==> config.mk <==
export PLATFORM = sky130hd
export DESIGN_NAME = charge_ctrl
export DESIGN_NICKNAME = d
export VERILOG_FILES = /design/src/verilog/charge_ctrl_pkg.sv /design/src/verilog/charge_ctrl.sv
export SDC_FILE = /design/constraint.sdc
export NUM_CORES = 1
export LEC_CHECK = 0
export ABC_AREA = 1
export BUFFER_PORTS_ARGS = -buffer_cell sky130_fd_sc_hd__buf_4
export CAP_MARGIN = 0
export CORE_MARGIN = 8
export CORE_UTILIZATION = 40
export DETAILED_ROUTE_END_ITERATION = 7
export SLEW_MARGIN = 20
export SYNTH_ARGS = -nofsm -noshare
export SYNTH_HDL_FRONTEND = slang
export SYNTH_SLANG_ARGS = --single-unit
==> constraint.sdc <==
create_clock -name sys_clk -period 4 [get_ports sys_clk]
set_clock_uncertainty 0.2 [all_clocks]
set_input_delay 1 -clock sys_clk [delete_from_list [all_inputs] [get_ports sys_clk]]
set_output_delay 1 -clock sys_clk [all_outputs]
set_load 0.01 [all_outputs]
==> src/verilog/charge_ctrl_pkg.sv <==
// constants, types and register map of the charge timer and ship mode controller
// Overview of operation
// - Below the low-battery threshold the safety timer limit is fixed at two hours.
// - Host picks the fast-charge timer length; the device uses that pick.
// - On safety timer expiry set charge fault code 11 and pulse the interrupt.
// - Clearing the timer enable bit stops the safety timer entirely.
// - Input voltage or current limit, thermal regulation or cool reduction makes the safety timer run at half rate.
// - Writing 0 to the half-rate enable keeps the timer at full rate.
// - A present fault freezes the timer; counting resumes from the held value.
// - Stopping and restarting a charge cycle resets the safety timer to zero.
// - Minimum system voltage comes from a three-bit field, reset pick 3.5 V.
// - Flag system-minimum regulation while the rail is held at minimum voltage.
// - Input current or voltage limit hit reduces charge current until cleared.
// - Input voltage and current limit status bits follow the active limits.
// - Rail 10 mV or 20 mV below battery closes the switch: supplement mode.
// - Battery below depletion threshold with no input opens the switch; supplement mode always ends.
// - Switch disable bit opens the switch at once or after the ship delay.
// - Ship mode ends on adapter, disable clear, register reset or 1.15 s button.
// - Register reset bit restores all defaults; switch disable returns to 0.
// - Button low 12 s, no input, switch enabled: open switch 10 s, reclose.
// - Reset-enable bit at 0 suppresses the push-button full system reset.
// - Top-off timer suspends and slows exactly like the safety timer.
package charge_ctrl_pkg;
    localparam int CLK_PERIOD_NS = 50;
    localparam int TICK_TIME_MS = 10;
    localparam int TICK_CYCLES_DEF = TICK_TIME_MS * 1000000 / CLK_PERIOD_NS;
    localparam int TICKS_PER_HOUR = 3600 * 1000 / TICK_TIME_MS;
    localparam int PRECHG_HOURS = 2;
    localparam int SHIP_EXIT_MS = 1150;
    localparam int BTN_RST_MS = 12000;
    localparam int SW_OFF_RST_MS = 10000;
    localparam int SHIP_DLY_MS = 10000;
    localparam int TOPOFF_STEP_MIN = 15;
    localparam int TCNT_W = 24;
    localparam int BCNT_W = 11;
    localparam logic [TCNT_W-1:0] PRECHG_TICKS = TCNT_W'(PRECHG_HOURS * TICKS_PER_HOUR);
    localparam logic [BCNT_W-1:0] SHIP_EXIT_TICKS =
        BCNT_W'((SHIP_EXIT_MS + TICK_TIME_MS - 1) / TICK_TIME_MS);
    localparam logic [BCNT_W-1:0] BTN_RST_TICKS =
        BCNT_W'((BTN_RST_MS + TICK_TIME_MS - 1) / TICK_TIME_MS);
    localparam logic [BCNT_W-1:0] SW_OFF_TICKS = BCNT_W'(SW_OFF_RST_MS / TICK_TIME_MS);
    localparam logic [BCNT_W-1:0] SHIP_DLY_TICKS = BCNT_W'(SHIP_DLY_MS / TICK_TIME_MS);
    localparam logic [TCNT_W-1:0] TOPOFF_STEP_TICKS =
        TCNT_W'(TOPOFF_STEP_MIN * 60 * 1000 / TICK_TIME_MS);

    localparam logic [7:0] CTRL_OFFSET = 8'h00;
    localparam logic [7:0] SHIP_OFFSET = 8'h04;
    localparam logic [7:0] STATUS_OFFSET = 8'h08;
    localparam logic [7:0] TIMER_OFFSET = 8'h0C;
    localparam int CTRL_W = 10;
    localparam int SHIP_W = 3;
    localparam int REGRST_BIT = 7;
    localparam int STATUS_W = 8;
    localparam logic [1:0] FAULT_NONE = 2'h0;
    localparam logic [1:0] FAULT_TIMER = 2'h3;
    localparam logic [1:0] PIN_IDLE = 2'h3;
    localparam logic [31:0] WORD_ZERO = 32'h0;

    typedef struct packed {
        logic [1:0] topoff_sel;
        logic [2:0] min_system_voltage_sel;
        logic [1:0] fast_charge_time_select;
        logic half_rate_timer_enable;
        logic timer_enable;
        logic charge_enable_bit;
    } ctrl_t;
    localparam ctrl_t CTRL_RESET = 10'h0AF;

    typedef struct packed {
        logic system_reset_function_enable;
        logic ship_entry_delay_sel;
        logic battery_switch_disable;
    } ship_t;
    localparam ship_t SHIP_RESET = 3'h4;

    typedef struct packed {
        logic bat_low;
        logic vin_limit;
        logic iin_limit;
        logic cool_reduce;
        logic therm_reg;
        logic fault;
        logic sys_at_min;
        logic sys_dip_10mv;
        logic sys_dip_20mv;
        logic bat_above_min;
        logic bat_depleted;
        logic adapter;
        logic term_detect;
    } sense_t;
    localparam int SENSE_W = $bits(sense_t);

    typedef enum logic [1:0] {SW_ON, SW_DELAY, SW_SHIP, SW_RESET} sw_state_t;

    function automatic logic [TCNT_W-1:0] fast_limit(input logic [1:0] sel);
        case (sel)
            2'h0: fast_limit = TCNT_W'(5 * TICKS_PER_HOUR);
            2'h1: fast_limit = TCNT_W'(8 * TICKS_PER_HOUR);
            2'h2: fast_limit = TCNT_W'(12 * TICKS_PER_HOUR);
            default: fast_limit = TCNT_W'(20 * TICKS_PER_HOUR);
        endcase
    endfunction
endpackage

==> src/verilog/charge_ctrl.sv <==
// charge safety timer, power path status and battery switch ship mode control
//
// The register offsets and register access over AHB-Lite were left to the implementer.
`timescale 1ns/1ps
module charge_ctrl #(
    parameter int TICK_CYCLES = charge_ctrl_pkg::TICK_CYCLES_DEF
) (
    input wire logic sys_clk,
    input wire logic resetn,
    input wire logic hsel,
    input wire logic [31:0] haddr,
    input wire logic [1:0] htrans,
    input wire logic hwrite,
    input wire logic [2:0] hsize,
    input wire logic [31:0] hwdata,
    input wire logic hready,
    output logic hreadyout,
    output logic hresp,
    output logic [31:0] hrdata,
    input wire charge_ctrl_pkg::sense_t sense_in,
    input wire logic charge_enable_pin_n,
    input wire logic button_pin_n,
    output logic battery_switch_on,
    output logic supplement_active,
    output logic charge_reduce,
    output logic [2:0] min_system_voltage_sel,
    output logic [1:0] charge_fault_code,
    output logic fault_int_pulse,
    output logic topoff_done
);
    import charge_ctrl_pkg::*;

    localparam int PRE_W = $clog2(TICK_CYCLES + 1);

    // two-stage synchronisers for the sense inputs and both pins; AHB inputs are used directly
    logic [SENSE_W+1:0] sync1_reg;
    logic [SENSE_W+1:0] sync2_reg;
    always_ff @(posedge sys_clk or negedge resetn) begin
        if (!resetn) begin
            sync1_reg <= {PIN_IDLE, {SENSE_W{1'b0}}};
            sync2_reg <= {PIN_IDLE, {SENSE_W{1'b0}}};
        end else begin
            sync1_reg <= {charge_enable_pin_n, button_pin_n, sense_in};
            sync2_reg <= sync1_reg;
        end
    end
    sense_t s;
    logic chg_pin_n_s;
    logic btn_n_s;
    assign s = sense_t'(sync2_reg[SENSE_W-1:0]);
    assign btn_n_s = sync2_reg[SENSE_W];
    assign chg_pin_n_s = sync2_reg[SENSE_W+1];

    // ahb-lite slave, zero wait states, always OKAY
    ctrl_t ctrl_reg;
    ship_t ship_reg;
    logic wr_pend_reg;
    logic [7:0] wr_addr_reg;
    logic addr_ok;
    logic regrst;
    logic ship_clear;
    logic [STATUS_W-1:0] status;
    logic [TCNT_W-1:0] safety_cnt_reg;
    assign hreadyout = 1'b1;
    assign hresp = 1'b0;
    assign addr_ok = hsel && hready && htrans[1];
    assign regrst = wr_pend_reg && wr_addr_reg == SHIP_OFFSET && hwdata[REGRST_BIT];

    always_ff @(posedge sys_clk or negedge resetn) begin
        if (!resetn) begin
            wr_pend_reg <= 1'b0;
            wr_addr_reg <= CTRL_OFFSET;
        end else begin
            wr_pend_reg <= addr_ok && hwrite;
            wr_addr_reg <= haddr[7:0];
        end
    end

    always_ff @(posedge sys_clk or negedge resetn) begin
        if (!resetn) begin
            hrdata <= WORD_ZERO;
        end else if (addr_ok && !hwrite) begin
            unique case (haddr[7:0])
                CTRL_OFFSET: hrdata <= {{(32-CTRL_W){1'b0}}, ctrl_reg};
                SHIP_OFFSET: hrdata <= {{(32-SHIP_W){1'b0}}, ship_reg};
                STATUS_OFFSET: hrdata <= {{(32-STATUS_W){1'b0}}, status};
                TIMER_OFFSET: hrdata <= {{(32-TCNT_W){1'b0}}, safety_cnt_reg};
                default: hrdata <= WORD_ZERO;
            endcase
        end
    end

    always_ff @(posedge sys_clk or negedge resetn) begin
        if (!resetn) begin
            ctrl_reg <= CTRL_RESET;
            ship_reg <= SHIP_RESET;
        end else if (regrst) begin
            ctrl_reg <= CTRL_RESET;
            ship_reg <= SHIP_RESET;
        end else begin
            if (wr_pend_reg && wr_addr_reg == CTRL_OFFSET) begin
                ctrl_reg <= ctrl_t'(hwdata[CTRL_W-1:0]);
            end
            if (wr_pend_reg && wr_addr_reg == SHIP_OFFSET) begin
                ship_reg <= ship_t'(hwdata[SHIP_W-1:0]);
            end else if (ship_clear) begin
                ship_reg.battery_switch_disable <= 1'b0;
            end
        end
    end
    assign min_system_voltage_sel = ctrl_reg.min_system_voltage_sel;

    // prescaled tick and half-rate phase
    logic [PRE_W-1:0] pre_cnt_reg;
    logic tick;
    logic half_phase_reg;
    assign tick = pre_cnt_reg == PRE_W'(TICK_CYCLES - 1);
    always_ff @(posedge sys_clk or negedge resetn) begin
        if (!resetn) begin
            pre_cnt_reg <= '0;
        end else begin
            pre_cnt_reg <= tick ? '0 : pre_cnt_reg + 1'b1;
        end
    end
    always_ff @(posedge sys_clk or negedge resetn) begin
        if (!resetn) begin
            half_phase_reg <= 1'b0;
        end else if (tick) begin
            half_phase_reg <= !half_phase_reg;
        end
    end

    // safety timer
    logic chg_on;
    logic chg_on_d_reg;
    logic restart;
    logic half_active;
    logic expired_reg;
    logic advance;
    logic expire;
    logic [TCNT_W-1:0] limit;
    assign chg_on = ctrl_reg.charge_enable_bit && !chg_pin_n_s;
    assign restart = chg_on && !chg_on_d_reg;
    assign half_active = ctrl_reg.half_rate_timer_enable &&
        (s.vin_limit || s.iin_limit || s.cool_reduce || s.therm_reg);
    assign advance = tick && chg_on && !expired_reg && !s.fault
        && (!half_active || half_phase_reg);
    assign limit = s.bat_low ? PRECHG_TICKS
        : fast_limit(ctrl_reg.fast_charge_time_select);
    assign expire = advance && ctrl_reg.timer_enable && safety_cnt_reg + 1'b1 >= limit;

    always_ff @(posedge sys_clk or negedge resetn) begin
        if (!resetn) begin
            chg_on_d_reg <= 1'b0;
        end else begin
            chg_on_d_reg <= chg_on;
        end
    end

    always_ff @(posedge sys_clk or negedge resetn) begin
        if (!resetn) begin
            safety_cnt_reg <= '0;
        end else if (!ctrl_reg.timer_enable || restart) begin
            safety_cnt_reg <= '0;
        end else if (advance && !expire) begin
            safety_cnt_reg <= safety_cnt_reg + 1'b1;
        end
    end

    always_ff @(posedge sys_clk or negedge resetn) begin
        if (!resetn) begin
            expired_reg <= 1'b0;
            charge_fault_code <= FAULT_NONE;
            fault_int_pulse <= 1'b0;
        end else begin
            fault_int_pulse <= expire;
            if (expire) begin
                expired_reg <= 1'b1;
                charge_fault_code <= FAULT_TIMER;
            end else if (restart || !ctrl_reg.timer_enable) begin
                expired_reg <= 1'b0;
                charge_fault_code <= FAULT_NONE;
            end
        end
    end

    // top-off timer shares the safety timer's suspend and half-rate gating
    logic term_d_reg;
    logic topoff_active_reg;
    logic [TCNT_W-1:0] topoff_cnt_reg;
    logic [TCNT_W-1:0] topoff_lim_reg;
    always_ff @(posedge sys_clk or negedge resetn) begin
        if (!resetn) begin
            term_d_reg <= 1'b0;
            topoff_active_reg <= 1'b0;
            topoff_cnt_reg <= '0;
            topoff_lim_reg <= '0;
            topoff_done <= 1'b0;
        end else begin
            term_d_reg <= s.term_detect;
            topoff_done <= 1'b0;
            if (restart || regrst) begin
                topoff_active_reg <= 1'b0;
                topoff_cnt_reg <= '0;
            end else if (s.term_detect && !term_d_reg) begin
                topoff_active_reg <= ctrl_reg.topoff_sel != 2'h0;
                topoff_lim_reg <= TCNT_W'(ctrl_reg.topoff_sel * TOPOFF_STEP_TICKS);
                topoff_cnt_reg <= '0;
            end else if (topoff_active_reg && advance) begin
                topoff_cnt_reg <= topoff_cnt_reg + 1'b1;
                if (topoff_cnt_reg + 1'b1 >= topoff_lim_reg) begin
                    topoff_active_reg <= 1'b0;
                    topoff_done <= 1'b1;
                end
            end
        end
    end

    // power path status and supplement mode
    always_ff @(posedge sys_clk or negedge resetn) begin
        if (!resetn) begin
            supplement_active <= 1'b0;
            charge_reduce <= 1'b0;
        end else begin
            charge_reduce <= s.vin_limit || s.iin_limit;
            if (s.bat_depleted) begin
                supplement_active <= 1'b0;
            end else if (s.bat_above_min ? s.sys_dip_10mv : s.sys_dip_20mv) begin
                supplement_active <= 1'b1;
            end
        end
    end
    assign status = {topoff_active_reg, expired_reg, supplement_active, battery_switch_on,
        s.iin_limit, s.vin_limit, 1'b0, s.sys_at_min};

    // push-button counters and battery switch state
    logic [BCNT_W-1:0] btn_cnt_reg;
    logic btn_armed_reg;
    logic btn_exit;
    logic btn_reset;
    always_ff @(posedge sys_clk or negedge resetn) begin
        if (!resetn) begin
            btn_cnt_reg <= '0;
            btn_armed_reg <= 1'b0;
        end else if (btn_n_s) begin
            btn_cnt_reg <= '0;
            btn_armed_reg <= 1'b1;
        end else if (tick && btn_cnt_reg != BTN_RST_TICKS) begin
            btn_cnt_reg <= btn_cnt_reg + 1'b1;
        end
    end
    assign btn_exit = btn_armed_reg && btn_cnt_reg >= SHIP_EXIT_TICKS;
    assign btn_reset = btn_cnt_reg == BTN_RST_TICKS && !s.adapter
        && ship_reg.system_reset_function_enable;

    sw_state_t sw_state_reg;
    logic [BCNT_W-1:0] sw_cnt_reg;
    assign ship_clear = sw_state_reg == SW_SHIP && (s.adapter || btn_exit);
    always_ff @(posedge sys_clk or negedge resetn) begin
        if (!resetn) begin
            sw_state_reg <= SW_ON;
            sw_cnt_reg <= '0;
        end else begin
            unique case (sw_state_reg)
                SW_ON: begin
                    sw_cnt_reg <= '0;
                    if (ship_reg.battery_switch_disable) begin
                        sw_state_reg <= ship_reg.ship_entry_delay_sel ? SW_DELAY : SW_SHIP;
                    end else if (btn_reset) begin
                        sw_state_reg <= SW_RESET;
                    end
                end
                SW_DELAY: begin
                    if (!ship_reg.battery_switch_disable) begin
                        sw_state_reg <= SW_ON;
                    end else if (tick) begin
                        sw_cnt_reg <= sw_cnt_reg + 1'b1;
                        if (sw_cnt_reg + 1'b1 >= SHIP_DLY_TICKS) begin
                            sw_state_reg <= SW_SHIP;
                        end
                    end
                end
                SW_SHIP: begin
                    if (!ship_reg.battery_switch_disable || ship_clear) begin
                        sw_state_reg <= SW_ON;
                    end
                end
                SW_RESET: begin
                    if (tick) begin
                        sw_cnt_reg <= sw_cnt_reg + 1'b1;
                        if (sw_cnt_reg + 1'b1 >= SW_OFF_TICKS) begin
                            sw_state_reg <= SW_ON;
                            sw_cnt_reg <= '0;
                        end
                    end
                end
            endcase
        end
    end

    always_ff @(posedge sys_clk or negedge resetn) begin
        if (!resetn) begin
            battery_switch_on <= 1'b0;
        end else begin
            battery_switch_on <= (sw_state_reg == SW_ON || sw_state_reg == SW_DELAY)
                && !(s.bat_depleted && !s.adapter);
        end
    end

    chk_fault_code_set: assert property (@(posedge sys_clk) disable iff (!resetn)
        expire |=> charge_fault_code == FAULT_TIMER && fault_int_pulse)
        else $error("timer expiry did not raise fault code");
    chk_int_one_cycle: assert property (@(posedge sys_clk) disable iff (!resetn)
        fault_int_pulse |=> !fault_int_pulse)
        else $error("interrupt pulse longer than one cycle");
    chk_timer_off_zero: assert property (@(posedge sys_clk) disable iff (!resetn)
        !ctrl_reg.timer_enable |=> safety_cnt_reg == '0 && !fault_int_pulse)
        else $error("disabled timer still counting");
    chk_fault_freeze: assert property (@(posedge sys_clk) disable iff (!resetn)
        s.fault && !restart && ctrl_reg.timer_enable |=> $stable(safety_cnt_reg))
        else $error("timer moved during fault");
    chk_restart_clear: assert property (@(posedge sys_clk) disable iff (!resetn)
        restart |=> safety_cnt_reg == '0)
        else $error("restart did not clear timer");
    chk_half_rate: assert property (@(posedge sys_clk) disable iff (!resetn)
        advance && half_active |-> half_phase_reg)
        else $error("half rate timer advanced on wrong tick");
    chk_full_rate: assert property (@(posedge sys_clk) disable iff (!resetn)
        tick && chg_on && !expired_reg && !s.fault && !ctrl_reg.half_rate_timer_enable
        |-> advance)
        else $error("full rate timer skipped a tick");
    chk_reg_reset: assert property (@(posedge sys_clk) disable iff (!resetn)
        regrst |=> ctrl_reg == CTRL_RESET && !ship_reg.battery_switch_disable)
        else $error("register reset left non-default values");
    chk_supp_exit: assert property (@(posedge sys_clk) disable iff (!resetn)
        s.bat_depleted |=> !supplement_active)
        else $error("supplement mode kept on depleted battery");
    chk_ship_now: assert property (@(posedge sys_clk) disable iff (!resetn)
        sw_state_reg == SW_ON && ship_reg.battery_switch_disable
        && !ship_reg.ship_entry_delay_sel |=> sw_state_reg == SW_SHIP ##1 !battery_switch_on)
        else $error("immediate ship mode not entered");
    chk_reset_off: assert property (@(posedge sys_clk) disable iff (!resetn)
        sw_state_reg == SW_RESET |=> !battery_switch_on)
        else $error("switch closed during full system reset");
    chk_reset_fn_off: assert property (@(posedge sys_clk) disable iff (!resetn)
        sw_state_reg != SW_RESET && !ship_reg.system_reset_function_enable
        |=> sw_state_reg != SW_RESET)
        else $error("button reset ran while disabled");
endmodule

## Word-level counts from Yosys, hierarchy flattened

Index checks and enable logic that the tools add are counted.

- Register bits: 202
- Input port bits: 89
- Output and inout port bits: 44
- Word-level logic and storage cells: 178

- Add/subtract/negate cells: 5
- $mul: 1
- Magnitude comparators: 4
- Equality and inequality tests: 20
- Multiplexer cells: 47
- Bitwise logic cells: 1
- Reduce and logical (&&, ||, !) cells: 67

Operator list:

| kind | number |
|---|---|
| $mux W24 | 6 |
| $pmux W24 S4 | 1 |
| $pmux W23 S3 | 1 |
| $mux W11 | 6 |
| $add A24 B1 Y24 const B | 2 |
| $pmux W11 S3 | 1 |
| $logic_and A1 B1 Y1 | 26 |
| $ge A24 B19 Y1 | 1 |
| $ge A24 B24 Y1 | 1 |
| $mux W2 | 12 |
| $add A11 B1 Y11 const B | 2 |
| $mux W10 | 2 |
| $add A18 B1 Y18 const B | 1 |
| $eq A18 B18 Y1 const B | 1 |
| $mux W18 | 1 |
| $eq A8 B3 Y1 const B | 2 |
| $eq A8 B4 Y1 const B | 2 |
| $logic_not A8 Y1 | 2 |
| $mul A2 B13 Y15 const B | 1 |
| $mux W1 | 15 |
| $reduce_bool A2 Y1 | 7 |
| $logic_not A1 Y1 | 13 |
| $reduce_bool A3 Y1 | 4 |
| $eq A11 B11 Y1 const B | 1 |
| other kinds (16) | 34 |

## Longest topological paths before layout

Gate-level depths: netlist (run 1).

- Depth after elaboration: 13
- Gate-level depth with buffers: 23
- Depth with buffers taken out: 22

## Worst setup path after synthesis (run 1)

OpenSTA, ideal clock, no wires.

- Path kind: reg2reg
- Start: register safety_cnt_reg[3]
- End: register safety_cnt_reg[3]
- Library setup time: 0.117 ns
- Data arrival time: 2.764 ns
- Required time: 3.683 ns
- Slack: 0.919 ns
- Cell stages (with the launch flop): 23
- Buffers on the path: 1
- Period minus slack after synthesis: 3.081 ns
- Path through: dfrtp_1 -> nand2_1 -> inv_2 -> nand2_2 -> nor3_4 -> nand2_2 -> nor2_4 -> nand3_2 -> nor2_1 -> xor2_1 -> inv_1 -> ha_1 -> a21oi_1 -> nor2_1 -> a211oi_1 -> o211ai_1 -> inv_2 -> nand2_4 -> nand2_4 -> nand2_8 -> buf_12 -> nand3_2 -> nand2_1

- Cells in the longest elaborated chain, start to end: 6
- Elaborated cells between the ends (all ways): 8
- Classes of those cells: add/sub (1); order compare (1); mux (2); reduce/logical (4)

RTL lines:

| element | line | text |
|---|---|---|
| start: declaration | charge_ctrl.sv:63 | `logic [TCNT_W-1:0] safety_cnt_reg;` |
| start signal: assignment | charge_ctrl.sv:166 | `safety_cnt_reg <= safety_cnt_reg + 1'b1;` |
| $add A24 B1 Y24 (*) | charge_ctrl.sv:150, charge_ctrl.sv:166 |  |
| $ge A24 B24 Y1 | charge_ctrl.sv:150 | `assign expire = advance && ctrl_reg.timer_enable && safety_cnt_reg + 1'b1 >= limit;` |
| $logic_and A1 B1 Y1 | charge_ctrl.sv:150 |  |
| $logic_not A1 Y1 | charge_ctrl.sv:165 | `end else if (advance && !expire) begin` |
| $logic_and A1 B1 Y1 | charge_ctrl.sv:165 |  |
| $reduce_bool A2 Y1 (no line) | n/a |  |

Every way passes the cells marked *; elsewhere a longest branch is shown, timed or not. The select of a mux whose other input is x is not followed.
A chain may end at the register's enable or synchronous reset.

## Final worst setup path (run 1)

- Start: register safety_cnt_reg[3]
- End: register safety_cnt_reg[0]

- Cells in the longest elaborated chain, start to end: 6

RTL lines:

| element | line |
|---|---|
| $add A24 B1 Y24 | charge_ctrl.sv:150 |
| $ge A24 B24 Y1 | charge_ctrl.sv:150 |
| $logic_and A1 B1 Y1 | charge_ctrl.sv:150 |
| $logic_not A1 Y1 | charge_ctrl.sv:165 |
| $logic_and A1 B1 Y1 | charge_ctrl.sv:165 |
| $reduce_bool A2 Y1 (no line) | n/a |

No other way between the ends.

==> results of run 1 <==
==> cells in the final DEF (no fill, tap or decap), types with 3 or more instances in the layout <==
master / synthesis / layout
a221oi_1: 3 / 3
conb_1: 2 / 10
o21bai_1: 3 / 3
o21ai_0: 71 / 71
nand3_1: 54 / 54
nand3_2: 22 / 22
clkinv_4: 0 / 4
a21oi_1: 27 / 27
dfstp_2: 11 / 11
nand2_4: 3 / 3
a211oi_1: 3 / 3
inv_2: 6 / 6
nor2_4: 3 / 3
ha_1: 47 / 47
inv_1: 186 / 186
nand4_1: 43 / 43
clkinv_2: 0 / 4
xor2_1: 44 / 44
o211ai_1: 4 / 4
o22ai_1: 28 / 28
dfrtp_1: 173 / 173
nor4_1: 11 / 11
o21ai_1: 3 / 3
nor2_2: 5 / 5
clkbuf_16: 0 / 17
inv_6: 0 / 4
nand2_2: 8 / 8
a31oi_1: 3 / 3
buf_4: 18 / 77
nor2_1: 90 / 90
nor3_1: 24 / 24
nand2_1: 231 / 231
or2_2: 3 / 3
==> cell type report <==
type / count / share of cell area, %
Inverter: 192 / 6.39
Multi-Input combinational cell: 764 / 38.6
Clock buffer: 18 / 3.89
Clock inverter: 14 / 0.998
Tap cell: 324 / 3.59
Timing Repair Buffer: 80 / 5.60
Sequential cell: 184 / 40.9
==> cells by family (layout without fill, tap and decap cells) <==
| logic type | count (synthesis) | in the layout | synth area share (%) |
|---|---|---|---|
| buf+inv | 225 | 304 | 9.60 |
| other cells | 2 | 10 | 0.0759 |
| flops | 184 | 184 | 46.7 |
| xor+xnor | 46 | 46 | 4.07 |
| compound gates | 154 | 154 | 8.83 |
| mux | 1 | 1 | 0.114 |
| simple gates | 506 | 506 | 24.6 |
| fa+ha+maj | 47 | 47 | 5.95 |
==> report_power, final <==
part	switching, µW	internal, µW
combinational	204	96.7
sequential	32.6	1910
clock	774	829
==> final timing paths <==
path | from | to | slack, ns | depth (start not counted)
max reg2reg | safety_cnt_reg[3] | safety_cnt_reg[0] | 0.48 | 21
min in group asynchronous | resetn | wr_addr_reg[7] | 0.46 | 1
min reg2reg | sync1_reg[4] | sync2_reg[4] | 0.15 | 0
min | sync1_reg[4] | sync2_reg[4] | 0.15 | 0
max in group asynchronous | resetn | sync2_reg[13] | 2.36 | 2
max | safety_cnt_reg[3] | safety_cnt_reg[0] | 0.48 | 21
==> per-layer routing <==
metal | GRT usage, % | vias up
met5 | 0 | -
met4 | 3.49 | 0
met3 | 2.83 | 18
met2 | 25.4 | 103
met1 | 20.3 | 3681
li1 | - | 3937
==> worst reg2reg max path: cells and delay by family, from the launching register on <==
family                     cells  cell delay [ns]
and+or+nand+nor               13             1.48
DFF                            1             0.48
adders and majority gates      1             0.31
buffers and inverters          3             0.26
xor gates and xnor gates       1             0.16
AOI/OAI and AO/OA              3             0.52
==> through the flow <==
step	cell area (µm²)	instances	utilization, %
after global routing	11300	1576	46.4
after CTS	11300	1576	46.4
after detailed placement	10700	1544	44.1
final	11300	1576	46.4
after floorplan	9920	1173	-
after global placement	10700	1544	44.1
==> metrics.yaml, run 1 <==
status: "completed"
ys_async_sr_fraction_pct: 100
drt_first_pass_iters: 5
hold_path.class: "register to register"
yosysSeqAreaShare_pct: 46.7
crit_family: "simple AND/OR/NAND/NOR gates"
cts_sinks: 184
synthTopCellsByArea: "dfrtp_1, nand2_1, inv_1"
vias: 7739
clk_pin_slew_worst_paths_ns: 0.07
finalHoldViolCount: 0
syn_to_final_growth_pct: 14.1
path_cells: "nand2_1 -> inv_2 -> nand2_2 -> nor3_4 -> nand2_2 -> nor2_4 -> nand3_2 -> nor2_1 -> xor2_1 -> inv_1 -> ha_1 -> a21oi_1 -> nor2_1 -> a211oi_1 -> o211ai_1 -> inv_2 -> nand2_4 -> nand2_4 -> nand2_8 -> nand3_1 -> nand2_1"
num_antenna_cells: 0
setup_viol: 0
highest_layer: "met4"
rsz0062_at_grt: "no"
clockBufferDepth: 2
grt_pass1_wl_mm: 38.0
grt_max_degree: 95
yosysTopAreaCell: "dfrtp_1"
critPathRequiredTime_ns: 4.11
dp_hpwl_mm: 16.8
tns_ns: 0
cts_tree: "yes"
regArea_mm2: 0.00462
gp_congestion: 0.880
endpoint_kind: "register"
critPathArrivalTime_ns: 3.62
synth-edff-count: 0
critPathKind: "register to register"
drive_above_1_share_pct: 14.4
ios: 133
cts_max_level: 4
dp_worst_setup_slack_ns: 0.508
maxSlewHeadroom_pct: 36.9
post-route-min-period_ns: 3.52
timing.final.ws_setup_ns: 0.484
die_y_um: 173
fillers: 2349
ys_ff_latch: 184
total_power_uw: 3850
synth_common_cells: "nand2_1, inv_1, dfrtp_1"
fin_nets: 1375
drcViolationCount: 0
synth_cell_type_count: 49
fin_crit_sh_pct: 87.9
drt_iter0_drc: 469
synth_area_mm2: 0.00989
route.met3.wl_um: 671
drv_cap: 0
fmax_mhz: 284
slew_violations: 0
die_w_um: 173
leakagePower_uw: 0.00560
rows: 57
die_area_mm2: 0.0300
critical-path-slowest-cell: "dfrtp_1"
wl_met1_mm: 10.8
synthFlopType: "dfrtp_1"
critPathMaxFanout: 24
power.density_mw_per_mm2: 341
wl_met2_mm: 10.9
drtAntennaViolNets: 0
clk_latency_ns: 0.43
clock-root-buffer: "clkbuf_16"
core-area_mm2: 0.0243
cts_resized: 0
start_util_pct: 40.7
crit_path_start_kind: "register"
cts_buffers: 17
ys.warnings.count: 0
syn-instance-count: 1165
synth_top_area_share_pct: 43.8
grt_pass1_vias: 7484
avgRoutedWirePerCell_um: 14.3
whs_ns: 0.149
grt.overflow.total: 0
crit_buf_inv: 3
multi_input_area_mm2: 0.00435
port_buffers: 72
holdBufCountCts: 0
slowest_delay_ns: 0.48
post-cts-setup-buffers: 0
vdd_drop_max_uv: 251
synth_area_per_cell_um2: 8.49
worst_pin_slew_ns: 0.946
antenna_found_initial: 0
wirelength_mm: 22.6
grt_util_all_layers_pct: 15.2
vias_per_cell: 4.91
yosysMostFrequentCell: "nand2_1"
Power figures use the tool's default switching activity.
==> run 2, diff against run 1 <==
Settings changed: CORE_ASPECT_RATIO set to 2, RECOVER_POWER set to 50.
==> run 2 against run 1 <==
  * The flow now finishes with violations (capacitance limit, slew limit)
  * Cell count up 0.70%
  * Combinational power fell by 2%
  * Fmax is 1.1% higher
  * Clock power is essentially flat
  * Flip-flop and latch count is the same
  * Largest power group unchanged
==> metrics.yaml, run 2 (synthesis results as in run 1) <==
crit_buf_inv: 3  # unchanged
cts_max_level: 4  # unchanged
violations: "capacitance limit, slew limit"
fin_cells: 1587  # +0.70%
endpoint_kind: "register"
drt_iter0_drc: 330  # -30%
worst_pin_slew_ns: 2.15  # +1.20 ns
fmax_mhz: 288  # +1.1%
antenna_found_initial: 0  # unchanged
gp_congestion: 0.850  # -3.5%
cts_buffers: 17  # unchanged
cts_sinks: 184  # unchanged
clock-root-buffer: "clkbuf_16"
dp.cells: 1555  # +0.71%
slowest_delay_ns: 0.49  # about the same
drtAntennaViolNets: 0  # unchanged
grt_pass1_vias: 8039  # +7.4%
grt_pass1_wl_mm: 39.7  # +4.4%
wirelength_mm: 23.9  # +5.9%
power.density_mw_per_mm2: 343  # +0.53%
num_antenna_cells: 0  # unchanged
maxSlewHeadroom_pct: -43.1  # -80 points
vias_per_cell: 4.94  # +0.63%
critPathArrivalTime_ns: 3.66  # +0.04 ns
rsz0062_at_grt: "no"
clk_latency_ns: 0.45  # +0.02 ns
die_area_mm2: 0.0303  # +1.0%
holdBufCountCts: 0  # unchanged
critPathKind: "register to register"
die_w_um: 127  # -27%
drive_above_1_share_pct: 14.0  # -0.35 points
drt_first_pass_iters: 5  # unchanged
post-route-min-period_ns: 3.48  # -0.0397 ns
critPathRequiredTime_ns: 4.18  # +0.07 ns
fillers: 2425  # +3.2%
syn_to_final_growth_pct: 14.0  # about the same
cts_tree: "yes"
slew_violations: 89  # +89
hold_path.class: "register to register"
finalHoldViolCount: 0  # unchanged
vdd_drop_max_uv: 216  # -14%
vias: 7842  # +1.3%
crit_path_start_kind: "register"
port_buffers: 72  # unchanged
fin_nets: 1378  # +0.22%
reg2reg_slack_ns: 0.52  # +0.04 ns
cts_resized: 0  # unchanged
clockBufferDepth: 2  # unchanged
die_y_um: 238  # +38%
status: "complete, but fails checks"
critPathMaxFanout: 24  # unchanged
drcViolationCount: 0  # unchanged
setup_viol: 0  # unchanged
clk_pin_slew_worst_paths_ns: 0.07  # about the same
grt_util_all_layers_pct: 16.7  # +1.4 points
drv_cap: 1  # +1
start_util_pct: 40.5  # -0.17 points
final_cell_mix: "nand2_1, inv_1, dfrtp_1"
post-cts-setup-buffers: 0  # unchanged
crit_family: "simple AND/OR/NAND/NOR gates"
leakagePower_uw: 0.00557  # -0.55%
grt_max_degree: 89  # -6.3%
critical-path-slowest-cell: "dfrtp_1"
core-area_mm2: 0.0244  # +0.43%
fin_crit_sh_pct: 86.9  # -0.99 points
tns_ns: 0  # unchanged
rows: 81  # +42%
ios: 133  # unchanged
path_cells: "nand3_1 -> inv_2 -> nand2_2 -> nor3_4 -> nand2_2 -> nor2_4 -> nand3_2 -> nor2_1 -> xor2_1 -> inv_1 -> ha_1 -> a21oi_1 -> nor2_1 -> a211oi_1 -> o211ai_1 -> inv_2 -> nand2_4 -> nand2_4 -> nand4_1 -> nand2_1"
dp_hpwl_mm: 18.7  # +11%
avgRoutedWirePerCell_um: 15.1  # +5.1%
final_common_cell: "nand2_1"
grt.overflow.total: 0  # unchanged
run 2: worst reg2reg max path: cells and delay by family (launching register included):
kind	cells	cell delay, ns
simple gates	12	1.48
xor+xnor	1	0.17
flops	1	0.49
compound gates	3	0.50
fa+ha+maj	1	0.31
buf+inv	3	0.26
run 2: final cells by class:
type / count / area (µm²) / area share (%)
inverters: 192 / 721 / 6.39
clock buffers: 19 / 443 / 3.93
repair buffers: 83 / 603 / 5.35
multi-input cells: 764 / 4350 / 38.6
well taps: 332 / 415 / 3.68
clock inverters: 13 / 123 / 1.09
flip-flops and latches: 184 / 4620 / 41.0
run 2: path summary, 6_finish.rpt:
kind | from | to | cells after the start
min | sync1_reg[12] | sync2_reg[12] | 0
max in group asynchronous | resetn | sw_cnt_reg[5] | 2
min reg2reg | sync1_reg[12] | sync2_reg[12] | 0
max reg2reg | safety_cnt_reg[2] | safety_cnt_reg[12] | 20
min in group asynchronous | resetn | sync1_reg[5] | 1
max | safety_cnt_reg[2] | safety_cnt_reg[12] | 20
run 2: metrics by stage:
step / worst slack, ns / total power (µW) / util (%) / hold slack [ns] / area (µm²)
3_5_place_dp: 0.494 / 2280 / 44.0 / 0.135 / 10700
5_1_grt: 0.0769 / 4030 / 46.2 / 0.161 / 11300
3_3_place_gp: 0.527 / 2280 / 44.0 / 0.132 / 10700
4_1_cts: 0.481 / 3920 / 46.3 / 0.149 / 11300
6_report: 0.524 / 3860 / 46.2 / 0.148 / 11300
2_1_floorplan: 0.919 / 2140 / - / 0.131 / 9920
run 2: power by group:
| part | internal [µW] | leakage [µW] | switching, µW |
|---|---|---|---|
| Combinational | 90.9 | 0.00289 | 203 |
| Clock | 878 | 0.000266 | 749 |
| Sequential | 1910 | 0.00241 | 34.5 |
run 2: per-layer routing:
layer | wire (µm) | up-vias | part of all wire (%) | GRT usage (%)
met2 | 13100 | 134 | 55 | 31.2
met4 | 1010 | 0 | 4.2 | 10.0
met3 | 651 | 41 | 2.7 | 2.24
met1 | 9120 | 3728 | 38 | 17.1
li1 | - | 3939 | - | -
met5 | 0 | - | 0 | 0
==> run 3, diff against run 2 <==
Settings changed: ABC_AREA 1 to not set.
==> run 3 against run 2 <==
  * The run still ends with capacitance limit, slew limit left
  * Design area grew 4.8%
  * Cell count down 8.8%
  * Critical endpoint is now safety_cnt_reg[22]
  * Clock-buffer cell count is 2 lower
  * Critical path depth down 8
==> metrics.yaml, run 3 <==
clock-root-buffer: "clkbuf_16"
syn-instance-count: 1022  # -12%
grt.overflow.total: 0  # unchanged
drt_iter0_drc: 379  # +15%
grt_pass1_vias: 8126  # +1.1%
power.density_mw_per_mm2: 337  # -1.8%
wirelength_mm: 25.6  # +7.2%
grt_pass1_wl_mm: 41.5  # +4.6%
cts_buffers: 17  # unchanged
drv_cap: 1  # unchanged
clockBufferDepth: 2  # unchanged
synth-simple-area-share_pct: 22.7  # -1.9 points
dp_worst_setup_slack_ns: 0.135  # -0.359 ns
dp.cells: 1414  # -9.1%
final_cell_mix: "dfrtp_1, nand2_1, buf_4"
setup_viol: 0  # unchanged
fmax_mhz: 262  # -9.0%
cts_sinks: 184  # unchanged
critPathRequiredTime_ns: 4.18  # about the same
timing.final.ws_setup_ns: 0.181  # -0.343 ns
synth-edff-count: 0  # unchanged
rsz0062_at_grt: "no"
ys_async_sr_fraction_pct: 100  # unchanged
vias_per_cell: 5.35  # +8.3%
grt_max_degree: 74  # -17%
avgRoutedWirePerCell_um: 17.7  # +17%
vdd_drop_max_uv: 331  # +53%
worst_pin_slew_ns: 1.83  # -0.317 ns
fillers: 2411  # -0.58%
port_buffers: 72  # unchanged
clk_pin_slew_worst_paths_ns: 0.08  # about the same
synthAdderAreaFrac_pct: 5.81  # -0.14 points
drtAntennaViolNets: 0  # unchanged
synthTopCellsByArea: "dfrtp_1, ha_1, nand2_1"
drive_above_1_share_pct: 20.1  # +6.1 points
critPathKind: "register to register"
endpoint_kind: "register"
synth_top_area_share_pct: 42.7  # -1.0 points
synth_cell_type_count: 67  # +37%
synth_area_mm2: 0.0101  # +2.4%
start_util_pct: 40.5  # about the same
grt_util_all_layers_pct: 17.3  # +0.67 points
yosysSeqAreaShare_pct: 45.6  # -1.1 points
drt_first_pass_iters: 4  # -1
fin_cells: 1448  # -8.8%
ys.warnings.count: 0  # unchanged
slew_violations: 73  # -18%
tns_ns: 0  # unchanged
gp_congestion: 0.916  # +7.8%
yosysTopAreaCell: "dfrtp_1"
synth-compound-area-share_pct: 10.9  # +2.0 points
clk_latency_ns: 0.46  # about the same
die_area_mm2: 0.0310  # +2.2%
syn_to_final_growth_pct: 16.6
synth_area_per_cell_um2: 9.91  # +17%
core-area_mm2: 0.0250  # +2.5%
reg2reg_slack_ns: 0.18  # -0.34 ns
antenna_found_initial: 0  # unchanged
yosys.area_share.xor_xnor_pct: 6.92  # +2.8 points
post-route-min-period_ns: 3.82  # +0.343 ns
crit_path_start_kind: "register"
status: "complete, but fails checks"
cts_max_level: 4  # unchanged
die_w_um: 129  # +1.1%
hold_path.class: "register to register"
holdBufCountCts: 0  # unchanged
yosys-mux-area-fraction_pct: 3.26  # +3.1 points
ios: 133  # unchanged
fin_crit_sh_pct: 95.5  # +8.6 points
dp_hpwl_mm: 19.7  # +5.1%
maxSlewHeadroom_pct: -22.0  # +21 points
fin_nets: 1235  # -10%
yosysMostFrequentCell: "dfrtp_1"
synthFlopType: "dfrtp_1"
cts_tree: "yes"
ys_ff_latch: 184  # unchanged
num_antenna_cells: 0  # unchanged
postLayoutCellArea_mm2: 0.0118  # +4.8%
rows: 82  # +1.2%
leakagePower_uw: 0.00534  # -4.1%
critPathArrivalTime_ns: 4.00  # +0.34 ns
whs_ns: 0.153  # +0.00493 ns
place_area_mm2: 0.0111  # +3.5%
drcViolationCount: 0  # unchanged
die_y_um: 241  # +1.1%
synth_top_family_by_area: "simple AND/OR/NAND/NOR gates"
synth_common_cells: "dfrtp_1, nand2_1, nor2_1"
vias: 7746  # -1.2%
finalHoldViolCount: 0  # unchanged
violations: "capacitance limit, slew limit"
critPathMaxFanout: 8  # -67%
final_common_cell: "dfrtp_1"
run 3: changes by cell type in the layout (fill, tap and decap cells not counted), moves of 23 or more:
cell / before / now
and3_1: 1 / 24
inv_1: 186 / 35
o22ai_1: 28 / 0
nand2_1: 231 / 115
buf_4: 56 / 87
mux2i_1: 0 / 24
or2_2: 3 / 26
xnor2_1: 2 / 33
run 3: area by class of cell:
cell class                      instances  area [µm²]  area share [%]
Inverter                               35         131            1.11
Clock buffer                           17         425            3.60
Sequential cell                       184        4620            39.1
Multi-Input combinational cell        745        5100            43.2
Clock inverter                         15         231            1.96
Timing Repair Buffer                  116         881            7.46
Tap cell                              336         420            3.56
run 3: worst paths after layout:
kind                                         start                  to  depth (start not counted)
worst min register to register        sync1_reg[0]        sync2_reg[0]                          0
worst max-delay path            safety_cnt_reg[12]  safety_cnt_reg[22]                         12
worst min-delay path                  sync1_reg[0]        sync2_reg[0]                          0
max in group asynchronous                   resetn          hrdata[21]                          2
worst max register to register  safety_cnt_reg[12]  safety_cnt_reg[22]                         12
min in group asynchronous                   resetn       sw_cnt_reg[9]                          1
run 3: stage by stage:
stage | util [%] | total power [µW]
3_3_place_gp | 44.4 | 2190
2_1_floorplan | - | 2070
5_1_grt | 47.2 | 4140
4_1_cts | 47.1 | 4040
6_report | 47.2 | 3980
3_5_place_dp | 44.4 | 2190
run 3: cell families (layout without fill, tap and decap cells):
group	Yosys count	count (layout)
other	2	10
xor gates and xnor gates	80	80
DFF	184	184
AOI/OAI and AO/OA	163	163
muxes	30	30
and+or+nand+nor	415	415
adders and majority gates	47	47
buffers and inverters	101	183
run 3: repair_timing:
| item | 4_1_cts | 5_1_grt |
|---|---|---|
| endpoints found under the setup margin | 0 | 24 |
| buffers inserted | 0 | 2 |
| gates resized for setup | 0 | 9 |
run 3: critical path: stages, from the launching register on:
cell     delay [ns]
dfrtp_1        0.47
nand4_1        0.39
nor4_4         0.49
buf_4          0.21
and3_1         0.22
xor2_1         0.21
ha_1           0.26
and4_1         0.21
a21oi_1        0.19
a21oi_2        0.13
buf_4          0.21
nor4_2         0.32
mux2i_1        0.22
run 3: metal layers:
layer / vias up / track usage, % / part of all wire, %
li1: 3758 / - / -
met1: 3786 / 15.8 / 34
met2: 145 / 34.5 / 59
met3: 57 / 3.54 / 3.2
met4: 0 / 9.10 / 4.0
met5: - / 0 / 0
run 3: power by group:
part	internal, µW	switching, µW
Combinational	79.2	130
Sequential	1900	36.3
Clock	892	940
